File: src/carrier_output_cfg.svh
/*
 * Constants of the carrier output control stage: register address,
 * bit positions and reset value.
 * Assumes inclusion by bare name from the package and the design file.
 */
`ifndef CARRIER_OUTPUT_CFG_SVH
`define CARRIER_OUTPUT_CFG_SVH

// ****************************************
// Register map
// ****************************************
`define COC_ADDR        16'hff6d
`define COC_RESET       8'h00
`define COC_BIT_STATUS  3'h0
`define COC_BIT_NEXT    3'h1
`define COC_BIT_ENABLE  3'h2
// Bit of the write data that carries a single-bit write
`define COC_BIT_WVAL    3'h0

`endif

File: src/carrier_output_pkg.sv
/*
 * Types shared by the carrier output control stage.
 * Assumes carrier_output_cfg.svh is on the include path.
 */
`include "carrier_output_cfg.svh"
package carrier_output_pkg;
  // Width of the special function register data bus
  typedef logic [7:0]  sfr_data_t;
  // Width of the special function register address bus
  typedef logic [15:0] sfr_addr_t;
  // Write access kinds seen on the register port
  typedef enum logic [1:0]
  {
    access_none,
    access_byte,
    access_bit
  } access_kind_t;
endpackage : carrier_output_pkg

File: src/carrier_output_control.sv
/*
 * Carrier and remote-control output stage of an 8-bit timer.
 * A control register picks low, high or carrier pulses on the output;
 * the on/off choice takes effect on the rising edge of the second timer's
 * interrupt. Assumes that the interrupt, the carrier timer output and
 * the port bits come from logic on clk_in, and that software obeys
 * the run-time write restrictions.
 */
`include "carrier_output_cfg.svh"
module carrier_output_control
  import carrier_output_pkg::*;
(
  input  wire logic                          clk_in,
  input  wire logic                          rstn_in,
  input  wire carrier_output_pkg::sfr_addr_t addr_in,
  input  wire carrier_output_pkg::sfr_data_t wdata_in,
  input  wire logic                          wr_byte_in,
  input  wire logic                          wr_bit_in,
  input  wire logic [2:0]                    bit_sel_in,
  output      carrier_output_pkg::sfr_data_t rdata_out,
  input  wire logic                          second_timer_interrupt_in,
  input  wire logic                          carrier_timer_output_in,
  input  wire logic                          carrier_timer_run_enable_in,
  input  wire logic                          pin_direction_bit_in,
  input  wire logic                          pin_latch_bit_in,
  output logic                               remote_out,
  output logic                               pin_level_out,
  output logic                               pin_oe_n_out
);
  import carrier_output_pkg::*;

  // ****************************************
  // Register storage
  // ****************************************
  logic carrier_enable_bit;     // Selects carrier pulses over a level
  logic next_level_bit;         // Level applied at next interrupt edge
  logic carrier_status_flag;    // Current output state, read-only
  logic interrupt_prev;         // Previous interrupt level for edges
  logic interrupt_rise;         // One-cycle rising edge of interrupt
  logic hit;                    // Register address decoded
  access_kind_t access_kind;    // Kind of write this cycle
  sfr_data_t    next_rdata;     // Read data to be registered
  // Reset image of the register, so the enable and next-level reset values come from one place
  localparam sfr_data_t reset_image = `COC_RESET;

  assign hit = (addr_in == `COC_ADDR);

  // Decode the write strobes; a byte write wins if both arrive
  always_comb
  begin
    if (hit && wr_byte_in)
      access_kind = access_byte;
    else if (hit && wr_bit_in)
      access_kind = access_bit;
    else
      access_kind = access_none;
  end

  // Writable control bits; bit writes touch only the selected bit
  // reset to zero
  always_ff @(posedge clk_in or negedge rstn_in)
  begin
    if (!rstn_in)
    begin
      carrier_enable_bit <= reset_image[`COC_BIT_ENABLE];
      next_level_bit     <= reset_image[`COC_BIT_NEXT];
    end
    else
    begin
      case (access_kind)
        access_byte:
        begin
          carrier_enable_bit <= wdata_in[`COC_BIT_ENABLE];
          next_level_bit     <= wdata_in[`COC_BIT_NEXT];
        end
        access_bit:
        begin
          if (bit_sel_in == `COC_BIT_ENABLE)
            carrier_enable_bit <= wdata_in[`COC_BIT_WVAL];
          if (bit_sel_in == `COC_BIT_NEXT)
            next_level_bit <= wdata_in[`COC_BIT_WVAL];
        end
        default:
        begin
          carrier_enable_bit <= carrier_enable_bit;
        end
      endcase
    end
  end

  // Edge detector on the interrupt, which is on this same clock
  always_ff @(posedge clk_in or negedge rstn_in)
  begin
    if (!rstn_in)
      interrupt_prev <= 1'b0;
    else
      interrupt_prev <= second_timer_interrupt_in;
  end

  assign interrupt_rise = second_timer_interrupt_in && !interrupt_prev;

  // Status flag follows next-level only at interrupt edges, so a
  // next-level write mid-period never glitches the output.
  // software writes ignored
  always_ff @(posedge clk_in or negedge rstn_in)
  begin
    if (!rstn_in)
      carrier_status_flag <= 1'b0;
    else if (interrupt_rise)
      carrier_status_flag <= next_level_bit;
  end

  // Read data built from the live bits; bits above the enable read zero
  // status visible
  always_comb
  begin
    next_rdata = 8'h00;
    if (hit)
    begin
      next_rdata[`COC_BIT_ENABLE] = carrier_enable_bit;
      next_rdata[`COC_BIT_NEXT]   = next_level_bit;
      next_rdata[`COC_BIT_STATUS] = carrier_status_flag;
    end
  end

  // Read data leaves through a flip-flop, so it trails the address by
  // one clock; software must allow that cycle before taking the value
  always_ff @(posedge clk_in or negedge rstn_in)
  begin
    if (!rstn_in)
      rdata_out <= 8'h00;
    else
      rdata_out <= next_rdata;
  end

  // Output register; carrier pulses pass through the enable gate
  // low when disabled
  always_ff @(posedge clk_in or negedge rstn_in)
  begin
    if (!rstn_in)
      remote_out <= 1'b0;
    else if (!carrier_status_flag)
      remote_out <= 1'b0;
    else if (carrier_enable_bit)
      remote_out <= carrier_timer_output_in;
    else
      remote_out <= 1'b1;
  end

  // Shared pin: output mode drives remote output ANDed with inverted latch,
  // input mode releases the pin (enable high means not driving)
  // port bits gate
  always_comb
  begin
    pin_oe_n_out  = pin_direction_bit_in;
    pin_level_out = remote_out && !pin_direction_bit_in
                    && !pin_latch_bit_in;
  end
endmodule : carrier_output_control

File: config.mk
export PLATFORM = sky130hd
export DESIGN_NAME = carrier_output_control
export DESIGN_NICKNAME = d
export VERILOG_FILES = /design/src/carrier_output_pkg.sv /design/src/carrier_output_control.sv
export VERILOG_INCLUDE_DIRS = /design/src
export SDC_FILE = /design/constraint.sdc
export NUM_CORES = 1
export LEC_CHECK = 0
export BUFFER_PORTS_ARGS = -buffer_cell sky130_fd_sc_hd__buf_2
export CAP_MARGIN = 20
export CORE_AREA = 4 4 44 46
export CTS_BUF_LIST = sky130_fd_sc_hd__clkbuf_2 sky130_fd_sc_hd__clkbuf_4 sky130_fd_sc_hd__clkbuf_8
export CTS_CLUSTER_DIAMETER = 50
export DETAILED_ROUTE_END_ITERATION = 8
export DIE_AREA = 0 0 48 50
export HOLD_SLACK_MARGIN = 0.1
export PLACE_DENSITY_LB_ADDON = 0.12
export SYNTH_ARGS = -nofsm -noshare
export SYNTH_HDL_FRONTEND = slang
export SYNTH_SLANG_ARGS = --single-unit
File: constraint.sdc
create_clock -name clk_in -period 1 [get_ports clk_in]
set_clock_uncertainty 0.15 [all_clocks]
set_input_delay 0.05 -clock clk_in [delete_from_list [all_inputs] [get_ports clk_in]]
set_output_delay 0.05 -clock clk_in [all_outputs]
set_load 0.01 [all_outputs]
==> metrics.md, run 1 <==
| Metric | Value |
|---|---|
| Setup slack, reg-to-reg | `-0.02 ns` |
| Clock sinks | `8` |
| CTS tree | `yes` |
| Die height | `~50 um` |
| Final hold vios | `1` |
| Routed vias/inst | `about 4.4` |
| Sequential fraction of the synthesis area | `40.40%` |
| Most common cell after layout, fill and taps aside | `buf_2` |
| Setup Buffers After CTS | `0` |
| CP bufs+invs | `1` |
| Placeable core area | `1506 um2` |
| Share of the synthesized area in the top cell type | `40.40%` |
| Worst-case clock buffer depth | `2` |
| Top FF cell, synth | `dfrtp_1` |
| Worst-path maximum fanout | `2` |
| CTS clk-pin slew, worst paths | `~0.05 ns` |
| Commonest cells after routing, fill and taps aside | `buf_2 (34), dfrtp_1 (8), conb_1 (5)` |
| Critical Path RT | `0.80 ns` |
| CTS H-tree lvls | `1` |
| Largest stage delay, worst path | `0.36 ns` |
| Seq cells post-synth | `8` |
| Final count of pins violating max slew | `0` |
| Depth of the worst register-to-register path | `2` |
| CTS Buf Count | `3` |
| DIE WIDTH | `48 um` |
| GPL Wtd Cong | `between 0.6 and 0.7` |
| Initial drt markers | `2` |
| Critical path type | `register to primary output` |
| FF-to-FF Start | `interrupt_prev` |
| Yosys warnings | `0` |
| I/O pin cnt | `between 40 and 50` |
| HP Start | `second_timer_interrupt_in` |
| Synth Cell Area | `a little under 500 um2` |
| Pwr Density | `about 940 nW/um2` |
| RSZ-0062 raised after global routing | `yes` |
| Reg-to-reg endpoint | `carrier_status_flag` |
| CP max-delay cell | `dfrtp_1` |
| Synth cell types | `17` |
| Area Growth Syn to Fin | `48.74%` |
| Ranking of synthesized cells by area | `dfrtp_1 (40%), buf_4 (9.1%), mux2_2 (6.8%), mux2_4 (6.1%), nand4bb_4 (5.6%)` |
| Global-route wire length before repair | `around 1.4 mm` |
| Clk root buf | `clkbuf_4` |
| Cells after DPL | `88` |
| WHS | `-0.1919 ns` |
| Fin cells | `93` |
| Setup ws final | `-0.08536 ns` |
| Fraction of layout cells with a size suffix above 1 | `between 70% and 80%` |
| Vias in the first global route | `~370` |
| Critical Path Source Type | `register` |
| Fillers | `163` |
| Mapped Avg Cell Area | `13.39 um2` |
| Clk Latency, worst-skew pair | `between 0.2 and 0.3 ns` |
| Area leader, netlist | `dfrtp_1` |
| Die ar. | `~2400 um2` |
| Worst-path cell chain | `nor3b_2, buf_2` |
| N_diodes | `0` |
| DRC | `0` |
| Crit end category | `primary output` |
| Data arrival, critical path | `0.89 ns` |
| Worst path depth | `2` |
| FFs w/ async S/R, synth | `100.0%` |
| Maximum vdd drop | `629.2 uV` |
| Largest net degree at the start of global routing | `9` |
| Net count, final | `roughly 120` |
| Post-layout minimum cycle time | `about 1.1 ns` |
| Worst Hold Path EP | `interrupt_prev` |
| Finish-stage setup viols | `4` |
| Total GRT Usage | `between 8 and 9%` |
| Mapped Cells | `37` |
| Status | `complete, but fails checks` |
| Avg WL per Cell | `around 10 um` |
| Post-CTS Hold Fix Bufs | `2` |
| Leak | `~0.42 nW` |
| CP top delay family | `flip-flops` |
| Final period util | `108.5%` |
| Rows | `14` |
| Starting Density | `32.89%` |
| Routed wire length | `~970 um` |
| Fmax achieved | `about 0.92 GHz` |
| WHS Path Cells | `1` |
| DRT antenna net count | `0` |
| DR pass1 iterations | `2` |
| Post-Place Worst Slack | `-0.3535 ns` |
| Worst hold path class | `primary input to register` |
| Post-synth EDFFs | `0` |
| DP Wirelength | `approximately 860 um` |
| Antenna violations before repair | `0` |
| Total number of vias | `a little over 400` |
| Setup_tns | `-0.2584 ns` |
| Grt ovf | `0` |
| Max Cap Viol | `0` |
| Port Buffer Count | `35` |
| Failing checks | `hold timing, setup timing` |
## sequential cells by signal, summed over array words and instances (netlist names)
| register | cells |
|---|---|
| rdata_out | 3 |
| carrier_enable_bit | 1 |
| carrier_status_flag | 1 |
| interrupt_prev | 1 |
| next_level_bit | 1 |
| remote_out | 1 |
## power by group
group / internal [W] / total [W] / switching [W]
Clock: 0.000137 / 0.000235 / 0.0000989
Sequential: 0.000326 / 0.000327 / 0.000000806
Combinational: 0.0000751 / 0.000128 / 0.0000525
Total: 0.000538 / 0.000690 / 0.000152
## per-stage QoR
stage	instance area [um2]	total power, W	utilization, %
2_1_floorplan	510.5	0.0003880	-
3_3_place_gp	675.6	0.0004475	44.85
3_5_place_dp	675.6	0.0004492	44.85
4_1_cts	737.0	0.0007005	48.92
5_1_grt	737.0	0.0007475	48.92
6_report	737.0	0.0006904	48.92
## metal layers
layer  track usage, %  vias up  wire, um
met5                0        -         0
met4            4.036        0        17
met3            6.909        2       163
met2            12.33       30       440
met1            9.011      176       347
li1                 -      205         -
## worst max path at each step
stage,from,end
2_1_floorplan,addr_in[1],carrier_enable_bit
3_3_place_gp,addr_in[1],next_level_bit
3_5_place_dp,addr_in[1],carrier_enable_bit
4_1_cts,remote_out,pin_level_out
5_1_grt,remote_out,pin_level_out
6_report,remote_out,pin_level_out
## cell type report
class | count | area (um2) | area share (%)
repair buffers | 39 | 216.5 | 29.37
well taps | 16 | 20.02 | 2.716
multi-input cells | 26 | 274.0 | 37.18
clock buffers | 3 | 22.52 | 3.056
flip-flops and latches | 8 | 200.2 | 27.16
inverters | 1 | 3.754 | 0.5093
## synthesized netlist by cell type, types with 2 or more instances
cell,instances
and2_2,3
buf_4,6
dfrtp_1,8
mux2_2,3
mux2_4,2
nand2b_1,2
nor4bb_1,2
o21ai_2,2
## worst reg2reg max path: cells and delay by family, from the launching register on
family,cells,cell delay (ns)
flip-flops,1,0.33
multiplexers,1,0.32
AND/OR/NAND/NOR,1,0.11
## what timing repair did
action / 4_1_cts / 5_1_grt
pin swaps: 0 / 0
cloned: 0 / 0
setup endpoints to repair: 4 / 4
gates resized for setup: 3 / 0
endpoints found under the hold margin: 13 / 12
## kinds of logic after synthesis
family                 synth area share (%)
AOI/OAI and AO/OA                     5.052
other                                0.7568
muxes                                 12.88
and+or+nand+nor                       31.06
buffers and inverters                 9.847
DFF                                   40.40
Power figures use the tool's default switching activity.
==> inputs of run 2 (changes only) <==
- ABC_AREA: not set -> 1
- CORE_AREA: 4 4 44 46 -> 4 4 44 55
- DIE_AREA: 0 0 48 50 -> 0 0 48 59
- RECOVER_POWER: not set -> 25
- SETUP_SLACK_MARGIN: not set -> 0.05
==> metrics.md, run 2 <==
| Metric | Value |
|---|---|
| Cells after DPL | `161` |
| Rows | `18` |
| Clk Latency, worst-skew pair | `about 0.24 ns` |
| Critical Path Source Type | `register` |
| Pwr Density | `800.6 nW/um2` |
| Sequential Power Share | `between 40 and 50%` |
| Data arrival, critical path | `between 0.8 and 0.9 ns` |
| Fin util | `49.81%` |
| Switch share | `about a quarter` |
| Fmax achieved | `0.9250 GHz` |
| RSZ-0062 raised after global routing | `yes` |
| Area leader, netlist | `dfrtp_1` |
| Setup ws final | `-0.08107 ns` |
| DRT antenna net count | `0` |
| Final hold vios | `0` |
| Combinational fraction of design power | `a little over a quarter` |
| Commonest cells after routing, fill and taps aside | `buf_2 (30), nand2_1 (27), inv_1 (18), nor2_1 (14), dfrtp_1 (8)` |
| Final period util | `108.1%` |
| Post-synth top cells | `nand2_1 (30), inv_1 (20), nor2_1 (15)` |
| Largest Register | `rdata_out` |
| Yosys warnings | `0` |
| Worst-path maximum fanout | `2` |
| Antenna violations before repair | `0` |
| Clk root buf | `clkbuf_4` |
| CP max-delay cell | `dfrtp_1` |
| Global routing usage on met3 | `under 10%` |
| FF+latch area | `200.2 um2` |
| Routed vias/inst | `around 4.3` |
| Failing checks | `setup timing` |
| Top-count cell post-synth | `nand2_1` |
| Depth of the worst register-to-register path | `3` |
| Setup_tns | `-0.08107 ns` |
| Worst hold path class | `primary input to register` |
| Total number of vias | `approximately 730` |
| DRC | `0` |
| Post-Place Worst Slack | `-0.1266 ns` |
| Routed wire length | `1.473 mm` |
| FFs w/ async S/R, synth | `100.0%` |
| Net count, final | `about 190` |
| CTS Buf Count | `3` |
| Post-synth EDFFs | `0` |
| Critical path type | `register to primary output` |
| Critical Path RT | `approximately 0.8 ns` |
| Fraction of layout cells with a size suffix above 1 | `between 40% and 50%` |
| Status | `complete, but fails checks` |
| Worst-case clock buffer depth | `2` |
| Grt ovf | `0` |
| Busiest grt layer | `met2` |
| DIE WIDTH | `48 um` |
| I/O pin cnt | `47` |
| Net load switching power | `around 0.00020 W` |
| Crit end category | `primary output` |
| Share of the synthesized area in the top cell type | `a little under a third` |
| Placeable core area | `a little under 2000 um2` |
| Top FF cell, synth | `dfrtp_1` |
| WHS | `between 0.01 and 0.015 ns` |
| Worst-path cell chain | `nor3b_2, buf_2` |
| Global-route wire length before repair | `2.366 mm` |
| Total GRT Usage | `around 11%` |
| Ranking of synthesized cells by area | `dfrtp_1 (31%), nand2_1 (18%), inv_1 (12%), nor2_1 (8.8%), buf_4 (7.0%)` |
| Largest stage delay, worst path | `around 0.36 ns` |
| Post-layout minimum cycle time | `1.081 ns` |
| GPL Wtd Cong | `between 0.7 and 0.8` |
| Die height | `roughly 59 um` |
| DR pass1 iterations | `2` |
| Maximum vdd drop | `approximately 280 uV` |
| Avg WL per Cell | `~8.7 um` |
| Finish-stage setup viols | `1` |
| Fillers | `roughly 220` |
| CTS clk-pin slew, worst paths | `0.05 ns` |
| Synth Cell Area | `approximately 640 um2` |
| Seq cells post-synth | `8` |
| Post-CTS Hold Fix Bufs | `5` |
| Final count of pins violating max slew | `0` |
| Most common cell after layout, fill and taps aside | `buf_2` |
| Port Buffer Count | `35` |
| Initial drt markers | `4` |
| Vias in the first global route | `between 600 and 700` |
| Synth cell types | `17` |
| M1 GR Usage | `between 10% and 20%` |
| Mapped Cells | `roughly 100` |
| N_diodes | `0` |
| Met2 Use GR | `roughly 21%` |
| Starting Density | `33.07%` |
| WHS Path Cells | `5` |
| CTS H-tree lvls | `1` |
| Largest net degree at the start of global routing | `9` |
| Max Cap Viol | `0` |
| Sequential fraction of the synthesis area | `roughly 31%` |
| Number of flip-flops in the largest register | `3` |
| Clock sinks | `8` |
| Area of the multi-input gates | `~360 um2` |
| DP Wirelength | `about 1.3 mm` |
| Mapped Avg Cell Area | `6.160 um2` |
| P_int | `about 0.00057 W` |
| Leak | `roughly 0.55 nW` |
| Area Growth Syn to Fin | `50.59%` |
| Die ar. | `2832 um2` |
| Fin cells | `170` |
| CTS tree | `yes` |
| Clock power share | `roughly 30%` |
[run 2: changes by cell type after synthesis, sizes merged, moves of 2 or more]
cell / before / now
nand3: 0 / 4
mux2: 5 / 0
nor4bb: 2 / 0
nor2: 0 / 20
and2: 3 / 0
inv: 1 / 21
nand2b: 2 / 0
nand2: 0 / 34
nor3: 0 / 2
[run 2: through the flow]
stage	power (W)	instance area (um2)
after global routing	0.0008482	964.7
after CTS	0.0007746	918.4
final	0.0007723	964.7
after floorplan	0.0004392	655.6
after global placement	0.0005174	840.8
after detailed placement	0.0005202	840.8
[run 2: worst max-delay path: cells and delay by family (launching register included)]
family | cells | cell delay [ns]
buffers and inverters | 1 | 0.13
flip-flops | 1 | 0.36
AND/OR/NAND/NOR | 1 | 0.15
[run 2: layer usage]
| metal | part of all wire (%) | routed length (um) |
|---|---|---|
| met3 | 8.6 | 127 |
| met5 | 0 | 0 |
| met1 | 38 | 560 |
| met2 | 53 | 785 |
| met4 | 0 | 0 |
[run 2: timing repair]
item | CTS | global route
gates cloned | 0 | 0
resized for setup | 1 | 12
setup endpoints to repair | 3 | 6
pin swaps | 0 | 8
setup buffers | 0 | 2
hold endpoints to repair | 13 | 10
[run 2: kinds of logic after synthesis]
logic type | count (synthesis) | share of synthesized area, %
other cells | 1 | 0.5854
simple gates | 64 | 45.51
flops | 8 | 31.25
compound gates | 4 | 3.320
buf+inv | 27 | 19.33
[run 2: final timing paths]
path / startpoint / to / slack, ns
worst max-delay path: remote_out / pin_level_out / -0.08
worst min-delay path: wdata_in[0] / next_level_bit / 0.01
worst max register to register: interrupt_prev / carrier_status_flag / 0.17
worst min register to register: carrier_enable_bit / carrier_enable_bit / 0.35
max in group asynchronous: rstn_in / next_level_bit / 0.32
min in group asynchronous: rstn_in / interrupt_prev / 0.09
[run 2: power groups by stage]
stage	Combinational [W]	Sequential [W]	Clock, W
final	0.000202	0.000340	0.000229
after global routing	0.000232	0.000342	0.000275
after CTS	0.000191	0.000341	0.000243
after detailed placement	0.000174	0.000346	0
after global placement	0.000172	0.000346	0
after floorplan	0.0000917	0.000347	0
[run 2: cell type report]
| type | instances | share of cell area [%] |
|---|---|---|
| Inverter | 21 | 8.171 |
| Timing Repair Buffer | 45 | 29.31 |
| Multi-Input combinational cell | 73 | 36.84 |
| Tap cell | 20 | 2.594 |
| Sequential cell | 8 | 20.75 |
| Clock buffer | 3 | 2.335 |
==> inputs of run 3 (changes only) <==
- CORE_AREA: 4 4 44 55 -> 2 2 42 53
- DIE_AREA: 0 0 48 59 -> 0 0 44 55
==> metrics.md, run 3 (same netlist as run 2, synthesis figures left out) <==
| Metric | Value |
|---|---|
| Status | `complete, but fails checks` |
| Failing checks | `setup timing` |
| Clock sinks | `8` |
| Routed wire length | `between 1 and 1.5 mm` |
| Critical Path RT | `0.80 ns` |
| Die ar. | `~2400 um2` |
| Busiest grt layer | `met2` |
| Post-layout minimum cycle time | `about 1.1 ns` |
| Avg WL per Cell | `around 8.2 um` |
| Most common cell after layout, fill and taps aside | `buf_2` |
| CTS H-tree lvls | `1` |
| Fraction of layout cells with a size suffix above 1 | `around a third` |
| Area Growth Syn to Fin | `43.16%` |
| FF-to-FF Start | `interrupt_prev` |
| Vias in the first global route | `671` |
| Worst-case clock buffer depth | `2` |
| Total power | `around 0.00076 W` |
| Critical Path Source Type | `register` |
| Grt ovf | `0` |
| Post-CTS Hold Fix Bufs | `5` |
| DRC | `0` |
| RSZ-0062 raised after global routing | `yes` |
| Final count of pins violating max slew | `0` |
| Final period util | `108.6%` |
| Total GRT Usage | `12.99%` |
| CTS clk-pin slew, worst paths | `0.05 ns` |
| Worst hold path class | `primary input to register` |
| Finish-stage setup viols | `1` |
| GPL Wtd Cong | `0.7122` |
| DR pass1 iterations | `4` |
| Global-route wire length before repair | `~2.3 mm` |
| Worst Hold Path EP | `carrier_enable_bit` |
| Clk root buf | `clkbuf_4` |
| Reg-to-reg endpoint | `carrier_status_flag` |
| Critical path type | `register to primary output` |
| Leak | `about 0.53 nW` |
| Met2 Use GR | `between 20% and 30%` |
| DIE WIDTH | `about 44 um` |
| Final hold vios | `0` |
| Routed vias/inst | `4.321` |
| Number of flip-flops in the largest register | `3` |
| Commonest cells after routing, fill and taps aside | `buf_2 (32), nand2_1 (30), inv_1 (20), nor2_1 (14), dfrtp_1 (8)` |
| Largest Register | `rdata_out` |
| Setup ws final | `-0.08612 ns` |
| Total number of vias | `roughly 730` |
| Die height | `~55 um` |
| Global routing usage on met3 | `~2.9%` |
| DP Wirelength | `~1.2 mm` |
| Post-Place Worst Slack | `-0.1413 ns` |
| Depth of the worst register-to-register path | `3` |
| Data arrival, critical path | `between 0.8 and 0.9 ns` |
| CTS tree | `yes` |
| Crit end category | `primary output` |
| Rows | `18` |
| Fillers | `215` |
| Worst-path maximum fanout | `2` |
| Port Buffer Count | `35` |
| CTS Buf Count | `3` |
| Starting Density | `approximately 33%` |
| Maximum vdd drop | `about 320 uV` |
| Placeable core area | `about 1900 um2` |
| Fin util | `a little under half` |
| Initial drt markers | `4` |
| M1 GR Usage | `between 10% and 20%` |
| Net count, final | `186` |
| WHS Path Cells | `4` |
| I/O pin cnt | `47` |
| Setup slack, reg-to-reg | `between 0.1 and 0.15 ns` |
| Largest net degree at the start of global routing | `9` |
| Fmax achieved | `0.9207 GHz` |
| DRT antenna net count | `0` |
| HP Start | `wr_byte_in` |
| N_diodes | `0` |
| Clk Latency, worst-skew pair | `0.25 ns` |
| Max Cap Viol | `0` |
| Antenna violations before repair | `0` |
| Pwr Density | `between 800 and 900 nW/um2` |
run 3: worst max-delay path: stages (launching register included):
cell,delay (ns)
dfrtp_1,0.36
nor3b_2,0.15
buf_2,0.13
run 3: stage by stage:
step | std cells | hold WS, ns | cell area (um2) | TNS [ns]
2_1_floorplan | 108 | -0.3956 | 655.6 | 0
3_3_place_gp | 161 | -0.2524 | 840.8 | -0.2304
3_5_place_dp | 161 | -0.2503 | 840.8 | -0.3277
4_1_cts | 169 | -0.01620 | 918.4 | -0.1048
5_1_grt | 168 | 0.02698 | 917.1 | -0.1368
6_report | 168 | 0.00001774 | 917.1 | -0.08612
run 3: report_power, final:
group | internal [W] | total [W] | switching [W]
logic | 0.0000903 | 0.000189 | 0.0000992
clock network | 0.000137 | 0.000234 | 0.0000975
registers | 0.000336 | 0.000341 | 0.00000562
run 3: timing repair:
item                                    CTS  global route
buffers inserted                          0             0
hold endpoints to repair                 13            10
endpoints found under the setup margin    2             8
pin swaps                                 0             3
gates resized for setup                   1             4
run 3: worst max path at each step:
stage	start	endpoint	cells past startpoint
2_1_floorplan	remote_out	pin_level_out	1
3_3_place_gp	addr_in[7]	next_level_bit	11
3_5_place_dp	addr_in[7]	next_level_bit	11
4_1_cts	remote_out	pin_level_out	2
5_1_grt	remote_out	pin_level_out	2
6_report	remote_out	pin_level_out	2
run 3: area by class of cell:
cell class                      count  area [um2]  area share (%)
Clock buffer                        3       22.52           2.456
Inverter                           21       78.83           8.595
Multi-Input combinational cell     73       342.8           37.38
Sequential cell                     8       200.2           21.83
Tap cell                           20       25.02           2.729
Timing Repair Buffer               43       247.7           27.01
run 3: per-layer routing:
layer / routed length (um) / share of wire [%]
met3: 95 / 6.9
met2: 732 / 53
met5: 0 / 0
met4: 6 / 0.43
met1: 549 / 40
